`src/logic/iahc_defines.svh`:
```
// Notes on behaviour
// RL1: Decode exactly eight consecutive I/O byte addresses from the switch-selected base.
// RL2: Base address is accepted only within 200H to 3FFH.
// RL3: On-board memory appears as one bank-switched 16K window below one megabyte.
// RL4: Five window-base bits place the window in segments 80000 through F0000.
// RL5: Four page bits choose one of sixteen 16K SRAM pages.
// RL6: Serial controller sees the whole 256K SRAM linearly, regardless of page.
// RL7: Window enable set answers host memory cycles; clear ignores them.
// RL8: Target bit set maps first 256 window bytes to SRAM, clear to controller.
// RL9: Interrupt code 000 disables interrupts; 001 to 111 enable them.
// RL10: Interrupt-enabled state reads back as status bit at base+4.
// RL11: Sharing bit enables shared interrupt requests; clears at power-up.
// RL12: Controller interrupt pending reads at base+3, active low.
// RL13: Board reset status reads 0 while reset active, 1 when inactive.
// RL14: Top data bit written to base+3 triggers board reset; others ignored.
// RL15: Wait-select 1 gives zero wait states, 0 inserts waits; 0 at power-up.
// RL16: Mode-source 0 takes line mode from switches, 1 from register; 0 at power-up.
// RL17: Line-mode bits read back switches or last written value per mode-source.
// RL18: Security word reads at base+6 low, base+7 high; default FFFF.
// RL19: Serial controller clocked by independent 16MHz oscillator, not host clock.
// RL20: Line-mode code decodes to listed interfaces; other codes unsupported.
// RL21: Mode-source select sits at bit 4 of base+5.
// RL22: Unused bits ignore writes and read back fixed constants.
`ifndef IAHC_DEFINES_SVH
`define IAHC_DEFINES_SVH
`define IAHC_OFS_WINCTL 3'h0
`define IAHC_OFS_WINBASE 3'h1
`define IAHC_OFS_WAIT 3'h2
`define IAHC_OFS_RESET 3'h3
`define IAHC_OFS_SHARE 3'h4
`define IAHC_OFS_LINE 3'h5
`define IAHC_OFS_SECLO 3'h6
`define IAHC_OFS_SECHI 3'h7
`define IAHC_IO_MIN 10'h200
`define IAHC_IO_MAX 10'h3FF
`define IAHC_SEC_WORD 16'hFFFF
`define IAHC_BIT_LINE_SRC 4
`define IAHC_WIN_SEG_BASE 20'h80000
`define IAHC_CTRL_REG_BYTES 14'h0100
`define IAHC_RST_PULSE_CYC 4'h8
`define IAHC_WAIT_CYC 3'h3
`endif

```
`src/logic/iahc_pkg.sv`:
```
package iahc_pkg;
    typedef enum logic [3:0] {
        IAHC_LM_HIZ = 4'h0,
        IAHC_LM_RS232 = 4'h2,
        IAHC_LM_RS485T = 4'h4,
        IAHC_LM_RS485 = 4'h5,
        IAHC_LM_LOOP_SE = 4'hA,
        IAHC_LM_LOOP_DIFF = 4'hB,
        IAHC_LM_RS530 = 4'hD,
        IAHC_LM_V35 = 4'hE,
        IAHC_LM_RS530A = 4'hF
    } iahc_line_mode_t;
    typedef enum logic [2:0] {
        IAHC_RS_IDLE = 3'b001,
        IAHC_RS_PULSE = 3'b010,
        IAHC_RS_DONE = 3'b100
    } iahc_rst_state_t;
endpackage

```
`src/logic/iahc_isa_adapter_host_control.sv`:
```
`timescale 1ns/1ps
`include "iahc_defines.svh"
module iahc_isa_adapter_host_control (
    input wire logic mclk,
    input wire logic rst,
    input wire logic [9:0] io_addr,
    input wire logic io_rd,
    input wire logic io_wr,
    input wire logic [7:0] io_wdata,
    input wire logic [19:0] mem_addr,
    input wire logic mem_rd,
    input wire logic mem_wr,
    input wire logic [6:0] base_address_switches,
    input wire logic [3:0] line_mode_switches,
    input wire logic controller_irq,
    input wire logic [17:0] ctrl_dma_addr,
    output logic [7:0] io_rdata_ff,
    output logic io_sel_ff,
    output logic mem_sel_ff,
    output logic io_chrdy_ff,
    output logic sram_sel_ff,
    output logic ctrl_reg_sel_ff,
    output logic [17:0] sram_addr_ff,
    output logic [17:0] ctrl_sram_addr_ff,
    output logic irq_out_ff,
    output logic irq_share_en_ff,
    output logic [2:0] irq_code_ff,
    output logic board_reset_ff,
    output logic local_loop_ff,
    output logic remote_loop_ff,
    output iahc_pkg::iahc_line_mode_t line_mode_ff,
    output logic line_mode_ok_ff
);
    import iahc_pkg::*;
    logic host_window_enable_ff;
    logic window_target_select_ff;
    logic [3:0] window_page_select_ff;
    logic [4:0] window_base_select_ff;
    logic zero_wait_select_ff;
    logic line_mode_source_select_ff;
    logic [3:0] line_mode_code_ff;
    logic [2:0] wait_cnt_ff;
    logic [15:0] customer_security_word;
    wire logic [9:0] io_base;
    wire logic base_ok;
    wire logic io_hit;
    wire logic [2:0] reg_ofs;
    wire logic wr_any;
    wire logic irq_enabled_status;
    wire logic controller_irq_pending_n;
    wire logic board_reset_status;
    wire logic [3:0] eff_line_code;
    wire logic [19:0] win_start;
    wire logic win_hit;
    wire logic low_256;
    wire logic mem_cycle;
    wire logic rst_trigger;
    wire logic [7:0] rd_mux;
    wire logic [7:0] rd_winctl;
    wire logic [7:0] rd_winbase;
    wire logic [7:0] rd_wait;
    wire logic [7:0] rd_reset;
    wire logic [7:0] rd_share;
    wire logic [7:0] rd_line;
    wire logic board_reset;

    function automatic logic is_wr(input logic [2:0] ofs, input logic [2:0] tgt,
                                   input logic hit, input logic wr);
        is_wr = hit && wr && (ofs == tgt);
    endfunction

    // Switches give A8..A3; A9 forced high keeps base within 200H..3FFH
    assign io_base = {1'b1, base_address_switches[5:0], 3'h0};
    assign base_ok = (io_base >= `IAHC_IO_MIN) && (io_base <= `IAHC_IO_MAX); // see RL2
    assign io_hit = base_ok && (io_addr[9:3] == io_base[9:3]) && (io_rd || io_wr); // see RL1
    assign reg_ofs = io_addr[2:0]; // see RL1
    assign wr_any = io_hit && io_wr;

    assign irq_enabled_status = (irq_code_ff != 3'h0); // see RL9
    assign controller_irq_pending_n = ~controller_irq; // see RL12
    assign board_reset_status = ~board_reset; // see RL13
    assign eff_line_code = line_mode_source_select_ff ? line_mode_code_ff
                                                      : line_mode_switches; // see RL16
    assign customer_security_word = `IAHC_SEC_WORD; // see RL18

    // Window sits at 80000 + base*16K, so 32 slots cover 80000..FFFFF
    assign win_start = `IAHC_WIN_SEG_BASE + {1'b0, window_base_select_ff, 14'h0}; // see RL4
    assign win_hit = (mem_addr[19:14] == win_start[19:14]); // see RL3
    assign low_256 = (mem_addr[13:0] < `IAHC_CTRL_REG_BYTES); // see RL8
    assign mem_cycle = (mem_rd || mem_wr) && win_hit && host_window_enable_ff; // see RL7
    assign rst_trigger = is_wr(reg_ofs, `IAHC_OFS_RESET, io_hit, io_wr) && io_wdata[7]; // see RL14

    assign rd_winctl = {host_window_enable_ff, window_target_select_ff, 2'b00,
                        window_page_select_ff};
    assign rd_winbase = {3'b000, window_base_select_ff};
    assign rd_wait = {1'b0, zero_wait_select_ff, 1'b1, 5'h00}; // see RL22
    assign rd_reset = {2'b00, controller_irq_pending_n, board_reset_status,
                       4'h8}; // see RL12
    assign rd_share = {irq_share_en_ff, irq_enabled_status, 6'h00}; // see RL10
    assign rd_line = {local_loop_ff, remote_loop_ff, 1'b0, line_mode_source_select_ff,
                      eff_line_code}; // see RL17
    assign rd_mux = (reg_ofs == `IAHC_OFS_WINCTL) ? rd_winctl :
                    (reg_ofs == `IAHC_OFS_WINBASE) ? rd_winbase :
                    (reg_ofs == `IAHC_OFS_WAIT) ? rd_wait :
                    (reg_ofs == `IAHC_OFS_RESET) ? rd_reset :
                    (reg_ofs == `IAHC_OFS_SHARE) ? rd_share :
                    (reg_ofs == `IAHC_OFS_LINE) ? rd_line :
                    (reg_ofs == `IAHC_OFS_SECLO) ? customer_security_word[7:0] :
                    customer_security_word[15:8]; // see RL18

    iahc_board_reset u_reset (
        .mclk(mclk),
        .rst(rst),
        .trigger(rst_trigger),
        .board_reset_ff(board_reset)
    );

    iahc_line_decode u_line (
        .mclk(mclk),
        .rst(rst),
        .code(eff_line_code),
        .mode_ff(line_mode_ff),
        .supported_ff(line_mode_ok_ff)
    );

    always_ff @(posedge mclk) begin
        if (rst) begin
            host_window_enable_ff <= 1'b0;
            window_target_select_ff <= 1'b0;
            window_page_select_ff <= 4'h0;
        end else if (is_wr(reg_ofs, `IAHC_OFS_WINCTL, io_hit, io_wr)) begin
            host_window_enable_ff <= io_wdata[7]; // see RL7
            window_target_select_ff <= io_wdata[6]; // see RL8
            window_page_select_ff <= io_wdata[3:0]; // see RL5
        end
    end

    always_ff @(posedge mclk) begin
        if (rst) begin
            irq_code_ff <= 3'h0;
            window_base_select_ff <= 5'h00;
        end else if (is_wr(reg_ofs, `IAHC_OFS_WINBASE, io_hit, io_wr)) begin
            irq_code_ff <= io_wdata[7:5]; // see RL9
            window_base_select_ff <= io_wdata[4:0]; // see RL4
        end
    end

    always_ff @(posedge mclk) begin
        if (rst) begin
            zero_wait_select_ff <= 1'b0; // see RL15
        end else if (is_wr(reg_ofs, `IAHC_OFS_WAIT, io_hit, io_wr)) begin
            zero_wait_select_ff <= io_wdata[6];
        end
    end

    always_ff @(posedge mclk) begin
        if (rst) begin
            irq_share_en_ff <= 1'b0; // see RL11
        end else if (is_wr(reg_ofs, `IAHC_OFS_SHARE, io_hit, io_wr)) begin
            irq_share_en_ff <= io_wdata[7]; // see RL11
        end
    end

    always_ff @(posedge mclk) begin
        if (rst) begin
            local_loop_ff <= 1'b0;
            remote_loop_ff <= 1'b0;
            line_mode_source_select_ff <= 1'b0; // see RL16
            line_mode_code_ff <= 4'h0;
        end else if (is_wr(reg_ofs, `IAHC_OFS_LINE, io_hit, io_wr)) begin
            local_loop_ff <= io_wdata[7];
            remote_loop_ff <= io_wdata[6];
            line_mode_source_select_ff <= io_wdata[`IAHC_BIT_LINE_SRC]; // see RL21
            line_mode_code_ff <= io_wdata[3:0]; // see RL17
        end
    end

    // Waits: chrdy drops for a fixed count after a fresh access unless zero-wait
    always_ff @(posedge mclk) begin
        if (rst) begin
            wait_cnt_ff <= 3'h0;
            io_chrdy_ff <= 1'b1;
        end else begin
            if ((io_hit || mem_cycle) && !zero_wait_select_ff && wait_cnt_ff == 3'h0 &&
                io_chrdy_ff) begin
                wait_cnt_ff <= `IAHC_WAIT_CYC; // see RL15
                io_chrdy_ff <= 1'b0;
            end else if (wait_cnt_ff != 3'h0) begin
                wait_cnt_ff <= wait_cnt_ff - 3'h1;
                io_chrdy_ff <= (wait_cnt_ff == 3'h1);
            end else begin
                io_chrdy_ff <= 1'b1;
            end
        end
    end

    always_ff @(posedge mclk) begin
        if (rst) begin
            io_rdata_ff <= 8'h00;
            io_sel_ff <= 1'b0;
            mem_sel_ff <= 1'b0;
            sram_sel_ff <= 1'b0;
            ctrl_reg_sel_ff <= 1'b0;
            sram_addr_ff <= 18'h00000;
            ctrl_sram_addr_ff <= 18'h00000;
            irq_out_ff <= 1'b0;
            board_reset_ff <= 1'b1;
        end else begin
            io_rdata_ff <= (io_hit && io_rd) ? rd_mux : 8'h00;
            io_sel_ff <= io_hit;
            mem_sel_ff <= mem_cycle; // see RL7
            sram_sel_ff <= mem_cycle && (window_target_select_ff || !low_256); // see RL8
            ctrl_reg_sel_ff <= mem_cycle && !window_target_select_ff && low_256; // see RL8
            sram_addr_ff <= {window_page_select_ff, mem_addr[13:0]}; // see RL5
            // Controller has its own oscillator; its address must reach us retimed (see RL19)
            ctrl_sram_addr_ff <= ctrl_dma_addr; // see RL6
            irq_out_ff <= irq_enabled_status && controller_irq; // see RL9
            board_reset_ff <= board_reset;
        end
    end
endmodule

```
`src/logic/iahc_line_decode.sv`:
```
`timescale 1ns/1ps
`include "iahc_defines.svh"
module iahc_line_decode (
    input wire logic mclk,
    input wire logic rst,
    input wire logic [3:0] code,
    output iahc_pkg::iahc_line_mode_t mode_ff,
    output logic supported_ff
);
    import iahc_pkg::*;
    wire logic known;
    assign known = (code == 4'h0) || (code == 4'h2) || (code == 4'h4) || (code == 4'h5) ||
                   (code == 4'hA) || (code == 4'hB) || (code >= 4'hD); // see RL20
    always_ff @(posedge mclk) begin
        if (rst) begin
            mode_ff <= IAHC_LM_HIZ;
            supported_ff <= 1'b1;
        end else begin
            // Unsupported codes fall back to all-lines-off to protect receivers
            mode_ff <= known ? iahc_line_mode_t'(code) : IAHC_LM_HIZ; // see RL20
            supported_ff <= known;
        end
    end
endmodule

```
`src/logic/iahc_board_reset.sv`:
```
`timescale 1ns/1ps
`include "iahc_defines.svh"
module iahc_board_reset (
    input wire logic mclk,
    input wire logic rst,
    input wire logic trigger,
    output logic board_reset_ff
);
    import iahc_pkg::*;
    iahc_rst_state_t state_ff;
    iahc_rst_state_t nxt_state;
    logic [3:0] cnt_ff;
    wire logic cnt_done;
    assign cnt_done = (cnt_ff == `IAHC_RST_PULSE_CYC - 4'h1);
    always_comb begin
        nxt_state = state_ff;
        case (state_ff)
            IAHC_RS_IDLE: begin
                if (trigger) begin
                    nxt_state = IAHC_RS_PULSE; // see RL14
                end
            end
            IAHC_RS_PULSE: begin
                if (cnt_done) begin
                    nxt_state = IAHC_RS_DONE;
                end
            end
            IAHC_RS_DONE: nxt_state = IAHC_RS_IDLE;
            default: nxt_state = IAHC_RS_IDLE;
        endcase
    end
    always_ff @(posedge mclk) begin
        if (rst) begin
            state_ff <= IAHC_RS_PULSE;
            cnt_ff <= 4'h0;
            board_reset_ff <= 1'b1;
        end else begin
            state_ff <= nxt_state;
            cnt_ff <= (state_ff == IAHC_RS_PULSE) ? cnt_ff + 4'h1 : 4'h0;
            board_reset_ff <= (nxt_state == IAHC_RS_PULSE);
        end
    end
endmodule

```
`config.mk`:
```
export PLATFORM = sky130hd
export DESIGN_NAME = iahc_isa_adapter_host_control
export DESIGN_NICKNAME = d
export VERILOG_FILES = /design/src/logic/iahc_pkg.sv /design/src/logic/iahc_isa_adapter_host_control.sv /design/src/logic/iahc_line_decode.sv /design/src/logic/iahc_board_reset.sv
export VERILOG_INCLUDE_DIRS = /design/src /design/src/logic
export SDC_FILE = /design/constraint.sdc
export NUM_CORES = 1
export LEC_CHECK = 0
export BUFFER_PORTS_ARGS = -buffer_cell sky130_fd_sc_hd__buf_2
export CAP_MARGIN = 30
export CORE_UTILIZATION = 35
export CTS_CLUSTER_DIAMETER = 60
export CTS_CLUSTER_SIZE = 16
export DETAILED_ROUTE_END_ITERATION = 10
export PLACE_DENSITY = 0.62
export SYNTH_ARGS = -nofsm -noshare
export SYNTH_HDL_FRONTEND = slang
export SYNTH_SLANG_ARGS = --single-unit
```
`constraint.sdc`:
```
create_clock -name mclk -period 1.7 [get_ports mclk]
set_input_delay 0.34 -clock mclk [delete_from_list [all_inputs] [get_ports mclk]]
set_output_delay 0.34 -clock mclk [all_outputs]
set_load 0.05 [all_outputs]
```
==> results of run 1 <==
## placed cells by master (no fill, tap or decap), types with 4 or more instances in the layout
cell and instances:
sky130_fd_sc_hd__nor4_1 4, sky130_fd_sc_hd__nor3_1 4, sky130_fd_sc_hd__nand2_1 31, sky130_fd_sc_hd__mux2_2 5, sky130_fd_sc_hd__o21ai_0 5, sky130_fd_sc_hd__inv_1 4, sky130_fd_sc_hd__nand3_1 8, sky130_fd_sc_hd__nor2b_1 41
sky130_fd_sc_hd__clkbuf_8 9, sky130_fd_sc_hd__dfxtp_1 90, sky130_fd_sc_hd__o21ai_1 4, sky130_fd_sc_hd__mux2i_1 20, sky130_fd_sc_hd__ha_1 4, sky130_fd_sc_hd__nor2_1 43, sky130_fd_sc_hd__a22oi_1 4, sky130_fd_sc_hd__xnor2_1 8
sky130_fd_sc_hd__xor2_1 5, sky130_fd_sc_hd__a21oi_1 8, sky130_fd_sc_hd__nand2b_1 4, sky130_fd_sc_hd__buf_4 15, sky130_fd_sc_hd__buf_2 134
## sequential cells by signal, indices dropped and copies added, names as in the netlist, 3 cells and up
signal	count
ctrl_sram_addr_ff	18
io_rdata_ff	8
irq_code_ff	3
line_mode_code_ff	4
sram_addr_ff	18
u_line.mode_ff	4
u_reset.cnt_ff	4
u_reset.state_ff	3
wait_cnt_ff	3
window_base_select_ff	5
window_page_select_ff	4
## power groups by stage
| stage | clock network (uW) | logic, uW | registers (uW) |
|---|---|---|---|
| after floorplan | 0 | 413 | 2550 |
| after global placement | 0 | 871 | 2340 |
| after detailed placement | 0 | 886 | 2350 |
| after CTS | 1660 | 889 | 2300 |
| after global routing | 1750 | 982 | 2310 |
| final | 1610 | 895 | 2300 |
## layout make-up
type | count | area (um^2)
Sequential cell | 90 | 1800
Tap cell | 129 | 161
Timing Repair Buffer | 150 | 803
Clock inverter | 7 | 100
Inverter | 5 | 18.8
Fill cell | 930 | 4800
Multi-Input combinational cell | 231 | 1480
Clock buffer | 9 | 124
## stage by stage
| step | setup WS, ns | hold slack, ns | total power (uW) | setup TNS (ns) | std cells |
|---|---|---|---|---|---|
| after floorplan | 0.271 | 0.411 | 2960 | 0 | 342 |
| after global placement | -0.0167 | 0.431 | 3210 | -0.118 | 605 |
| after detailed placement | -0.0798 | 0.441 | 3230 | -0.812 | 605 |
| after CTS | 0.103 | 0.166 | 4850 | 0 | 621 |
| after global routing | 0.00174 | 0.164 | 5040 | 0 | 621 |
| final | 0.172 | 0.182 | 4800 | 0 | 621 |
## worst reg2reg max path: cells and delay by family, from the launching register on
| family | cells | cell delay [ns] |
|---|---|---|
| adders and majority gates | 1 | 0.19 |
| AOI/OAI and AO/OA | 3 | 0.39 |
| buffers and inverters | 1 | 0.09 |
| DFF | 1 | 0.34 |
| and+or+nand+nor | 2 | 0.40 |
## cells by family after synthesis
family	count (synthesis)	share of synthesized area, %
xor+xnor	13	3.37
compound gates	36	7.00
buf+inv	21	3.07
simple gates	153	24.1
fa+ha+maj	4	1.48
mux	25	7.59
flops	90	53.3
## repair_timing
item / CTS / global route
endpoints found under the setup margin: 0 / 1
endpoints found under the hold margin: 0 / 0
gates resized for setup: 0 / 1
## final timing paths
check / from / endpoint / slack [ns]
worst min register to register: u_reset.cnt_ff[0] / u_reset.cnt_ff[0] / 0.45
worst max-delay path: wait_cnt_ff[0] / wait_cnt_ff[1] / 0.17
worst min-delay path: mem_addr[6] / sram_addr_ff[6] / 0.18
worst max register to register: wait_cnt_ff[0] / wait_cnt_ff[1] / 0.17
## routing by layer
layer  routed length (um)  track usage (%)  up-vias  part of all wire [%]
li1                     -                -     1431                     -
met5                    0                0        -                     0
met2                 3590             25.3      104                    45
met4                   51             4.01        0                  0.64
met3                  561             5.08        6                   7.1
met1                 3760             20.4     1245                    47
==> metrics, run 1 <==
max cap viols 0; power density over the cells 1070 nW/um^2; ratio of cells with drive above 1 in the final layout 37.2%; CTS clock-pin slew for the worst setup and hold paths 0.09 ns; post-synthesis average cell area 9.88 um^2; final global-route overflow total 0; # Post-CTS Setup Buffers 0; count of distinct cell types in the synthesized netlist 48; area of the mapped netlist 3380 um^2; leading cell types by total area after synthesis sky130_fd_sc_hd__dfxtp_1 (53%), sky130_fd_sc_hd__nor2b_1 (7.6%), sky130_fd_sc_hd__mux2i_1 (5.9%); area of the core 9280 um^2; number of buffers between clock root and the deepest sink 2; GRT Total Usage 15.7%; starting density of the core 36.4%; count of buffers inserted at the top-level ports 134; Slowest cell on crit path sky130_fd_sc_hd__dfxtp_1; die footprint 10000 um^2; number of primary I/O pins 136; final setup violating endpoints 0; setup clock skew after layout 0.00967 ns; via count 2786; kind of end point of the critical path flop; average routed wire per standard cell 12.8 um; Max-Slew Margin vs Limit 70.7%; weighted congestion at the end of routability-driven global placement 0.809; maximum number of pins on one net before global-route repair 62; type of the setup path with the least slack reg -> reg; final wirelength 7960 um; ordered list of cells on the worst path inv_1 -> ha_1 -> nand2b_1 -> nor3b_2 -> a41oi_1 -> a21oi_1 -> a31oi_1; total net switching power 1380 uW; Routed Antenna Nets 0; cell at the root of the clock tree sky130_fd_sc_hd__clkbuf_8; worst hold path class in -> reg; critical path fanouts, max 3; clock tree from TritonCTS built; TritonCTS Sinks 90; proportion of total power due to net switching 28.8%; number of synthesized flops with an enable pin 0; count of synthesis-stage warnings from yosys 0; remaining routing DRC violations 0; detailed placer's ending HPWL 5940 um; top-count cell post-synth sky130_fd_sc_hd__dfxtp_1; max incr delay on CP 0.34 ns; cell family contributing the most delay on the critical path simple AND/OR/NAND/NOR gates; Data arrival, critical path 1.77 ns; final number of hold-violating endpoints 0; per-cell via count in the routed design 4.49; path length in cells of the critical path 7; leakage power 0.00216 uW; post-detailed-placement cell area 4260 um^2; achievable clock frequency 0.654 GHz; Worst Tran Pin Value 0.439 ns; level count of the clock H-tree 3; sequential element share of the synthesized area 53.3%; prevailing post-synth register cell sky130_fd_sc_hd__dfxtp_1; cell-internal power 3420 uW; clock buffers created by TritonCTS 9; Syn Nets 420; Post-synth top cells sky130_fd_sc_hd__dfxtp_1 (90), sky130_fd_sc_hd__nor2_1 (43), sky130_fd_sc_hd__nor2b_1 (41); cell row count 35; clock network latency to the later pin of the worst-skew pair 0.36 ns; startpoint type of the worst setup path flop; worst vdd ir 0.479 mV; number of buffers inserted by hold repair at cts 0; width of the chip 100 um; Hold Path Cell Cnt 2; status completed; part of the power in registers 47.8%; Data required, critical path 1.94 ns; drt initial violations 58; antenna violations before repair 0; global-route wire length before repair 12300 um; relative contribution of the clock network to total power 33.5%; top cell type's share of synthesized area 53.3%; FFs w/ async S/R, synth 0%; Net count, final 565; chip height 100 um; number of instances in the synthesized netlist 342; Util after Layout 48.3%; number of iterations in the first detailed-routing pass 4; part of the power in combinational logic 18.6%; Ant. Diodes 0; cell type contributing the most total cell area after synthesis sky130_fd_sc_hd__dfxtp_1; worst r2r path cells 7; area growth from synthesis to layout 32.8%; vias in the first global route 2519; worst path buffer plus inverter count 1; Period minus WS final 1.53 ns; unrepaired setup endpoints after global routing false; total non-filler cell area in the finished layout 4490 um^2; fin crit share 89.9%; fin. max-slew vios 0; total of flip-flops plus latches after synthesis 90
Note: power is estimated with default switching activity, not from simulation.
==> inputs of run 2 (changes only) <==
ABC_CLOCK_PERIOD_IN_PS = 1700   (was default)
CTS_BUF_LIST = sky130_fd_sc_hd__clkbuf_16   (was default)
==> run 2 against run 1 <==
Worst setup slack gained 0.0033 ns. Global-route usage grew 0.057 points. Sequential power is essentially flat. Clock-buffer cell count is the same. Combinational power is essentially flat. Clock power grew 32%. Final area grew 2.3%. Die area is the same.
==> metrics, run 2 (synthesis gave the netlist of run 1 again) <==
final global-route overflow total 0; Ant. Diodes 0; total net switching power 1440 uW; part of the power in registers 43.2%; number of iterations in the first detailed-routing pass 6; startpoint type of the worst setup path flop; cell family contributing the most delay on the critical path simple AND/OR/NAND/NOR gates; Net count, final 565; Worst Tran Pin Value 0.434 ns; status completed; startpoint of the most critical register-to-register path wait_cnt_ff[0]; worst vdd ir 0.567 mV; final setup violating endpoints 0; Hold Crit Endpoint sram_addr_ff[6]; achievable clock frequency 0.656 GHz; fin. max-slew vios 0; Filler Cell Count 916; biggest registers after layout ctrl_sram_addr_ff: 18 flops, sram_addr_ff: 18 flops, io_rdata_ff: 8 flops; cell row count 35; # Post-CTS Setup Buffers 0; relative contribution of the clock network to total power 40.0%; ratio of cells with drive above 1 in the final layout 37.2%; power density over the cells 1160 nW/um^2; critical path fanouts, max 3; fin crit share 89.7%; setup clock skew after layout 0.00530 ns; most used cells in the layout excluding fill and tap cells sky130_fd_sc_hd__buf_2 (134), sky130_fd_sc_hd__dfxtp_1 (90), sky130_fd_sc_hd__nor2_1 (43); final wirelength 7950 um; area growth from synthesis to layout 35.8%; flop-to-flop setup slack 0.18 ns; cell at the root of the clock tree sky130_fd_sc_hd__clkbuf_16; CTS clock-pin slew for the worst setup and hold paths 0.06 ns; timing startpoint of the critical path wait_cnt_ff[0]; most common cell after layout, fill and taps aside sky130_fd_sc_hd__buf_2; worst hold path class in -> reg; post-detailed-placement cell area 4260 um^2; type of the setup path with the least slack reg -> reg; Routed Antenna Nets 0; number of buffers between clock root and the deepest sink 2; GRT Total Usage 15.8%; max cap viols 0; die footprint 10000 um^2; global-route wire length before repair 12300 um; proportion of total power due to net switching 27.1%; number of primary I/O pins 136; worst flop-to-flop path endpoint wait_cnt_ff[1]; clock network latency to the later pin of the worst-skew pair 0.33 ns; Data required, critical path 1.91 ns; final number of hold-violating endpoints 0; Hold Path Cell Cnt 2; unrepaired setup endpoints after global routing false; kind of end point of the critical path flop; chip height 100 um; Data arrival, critical path 1.74 ns; clock tree from TritonCTS built; TritonCTS Sinks 90; post-route insts no fill 621; max incr delay on CP 0.33 ns; number of instances in the placed design 605; Hold Crit Start mem_addr[6]; drt initial violations 82; per-cell via count in the routed design 4.48; detailed placer's ending HPWL 5940 um; maximum number of pins on one net before global-route repair 62; cell-internal power 3880 uW; count of buffers inserted at the top-level ports 134; Max-Slew Margin vs Limit 71.0%; width of the chip 100 um; leakage power 0.00221 uW; antenna violations before repair 0; weighted congestion at the end of routability-driven global placement 0.809; level count of the clock H-tree 3; ordered list of cells on the worst path inv_1 -> ha_1 -> nand2b_1 -> nor3b_2 -> a41oi_1 -> a21oi_1 -> a31oi_1; average routed wire per standard cell 12.8 um; part of the power in combinational logic 16.8%; path length in cells of the critical path 7; remaining routing DRC violations 0; starting density of the core 36.4%; Slowest cell on crit path sky130_fd_sc_hd__dfxtp_1; total non-filler cell area in the finished layout 4590 um^2; clock buffers created by TritonCTS 9; area of the core 9280 um^2; vias in the first global route 2518; Util after Layout 49.4%; worst r2r path cells 7; worst path buffer plus inverter count 1; via count 2779; Period minus WS final 1.52 ns
## run 2: changes by cell type in the layout (fill, tap and decap cells not counted)
cell                        delta
sky130_fd_sc_hd__clkbuf_16     +9
sky130_fd_sc_hd__clkbuf_8      -9
## run 2: routing by layer
| metal | routed length [um] | GRT usage (%) | vias up |
|---|---|---|---|
| met5 | 0 | 0 | - |
| met4 | 104 | 5.02 | 0 |
| met3 | 489 | 4.46 | 9 |
| met2 | 3600 | 25.4 | 100 |
| met1 | 3760 | 20.5 | 1239 |
| li1 | - | - | 1431 |
## run 2: worst max path at each step
| stage | to |
|---|---|
| floorplan | io_chrdy_ff |
| global placement | window_base_select_ff[1] |
| detailed placement | window_base_select_ff[2] |
| CTS | wait_cnt_ff[1] |
| global route | wait_cnt_ff[1] |
| finish | wait_cnt_ff[1] |
## run 2: layout make-up
type	instances	area, um^2	share of cell area, %
flip-flops and latches	90	1800	39.3
multi-input cells	231	1480	32.2
repair buffers	150	803	17.5
clock buffers	9	225	4.91
well taps	129	161	3.52
clock inverters	7	100	2.18
inverters	5	18.8	0.409
## run 2: stage by stage
step	total power [uW]	TNS [ns]	hold WS, ns	worst slack, ns
floorplan	2960	0	0.411	0.271
global placement	3210	-0.118	0.431	-0.0167
detailed placement	3230	-0.812	0.441	-0.0798
CTS	5360	0	0.205	0.106
global route	5570	0	0.203	0.00525
finish	5320	0	0.212	0.175
## run 2: worst register-to-register path, stage by stage, from the launching register on
cell and delay (ns):
sky130_fd_sc_hd__dfxtp_1 0.33, sky130_fd_sc_hd__inv_1 0.08, sky130_fd_sc_hd__ha_1 0.19, sky130_fd_sc_hd__nand2b_1 0.13, sky130_fd_sc_hd__nor3b_2 0.28, sky130_fd_sc_hd__a41oi_1 0.17
sky130_fd_sc_hd__a21oi_1 0.17, sky130_fd_sc_hd__a31oi_1 0.05
## run 2: what timing repair did
item | 4_1_cts | 5_1_grt
resized for setup | 0 | 1
setup endpoints to repair | 0 | 1
hold buffers | 0 | 0
## run 2: power by group through the flow
| stage | clock, uW | combinational [uW] | sequential (uW) |
|---|---|---|---|
| 6_report | 2130 | 896 | 2300 |
| 3_5_place_dp | 0 | 886 | 2350 |
| 5_1_grt | 2270 | 981 | 2310 |
| 2_1_floorplan | 0 | 413 | 2550 |
| 3_3_place_gp | 0 | 871 | 2340 |
| 4_1_cts | 2180 | 889 | 2300 |
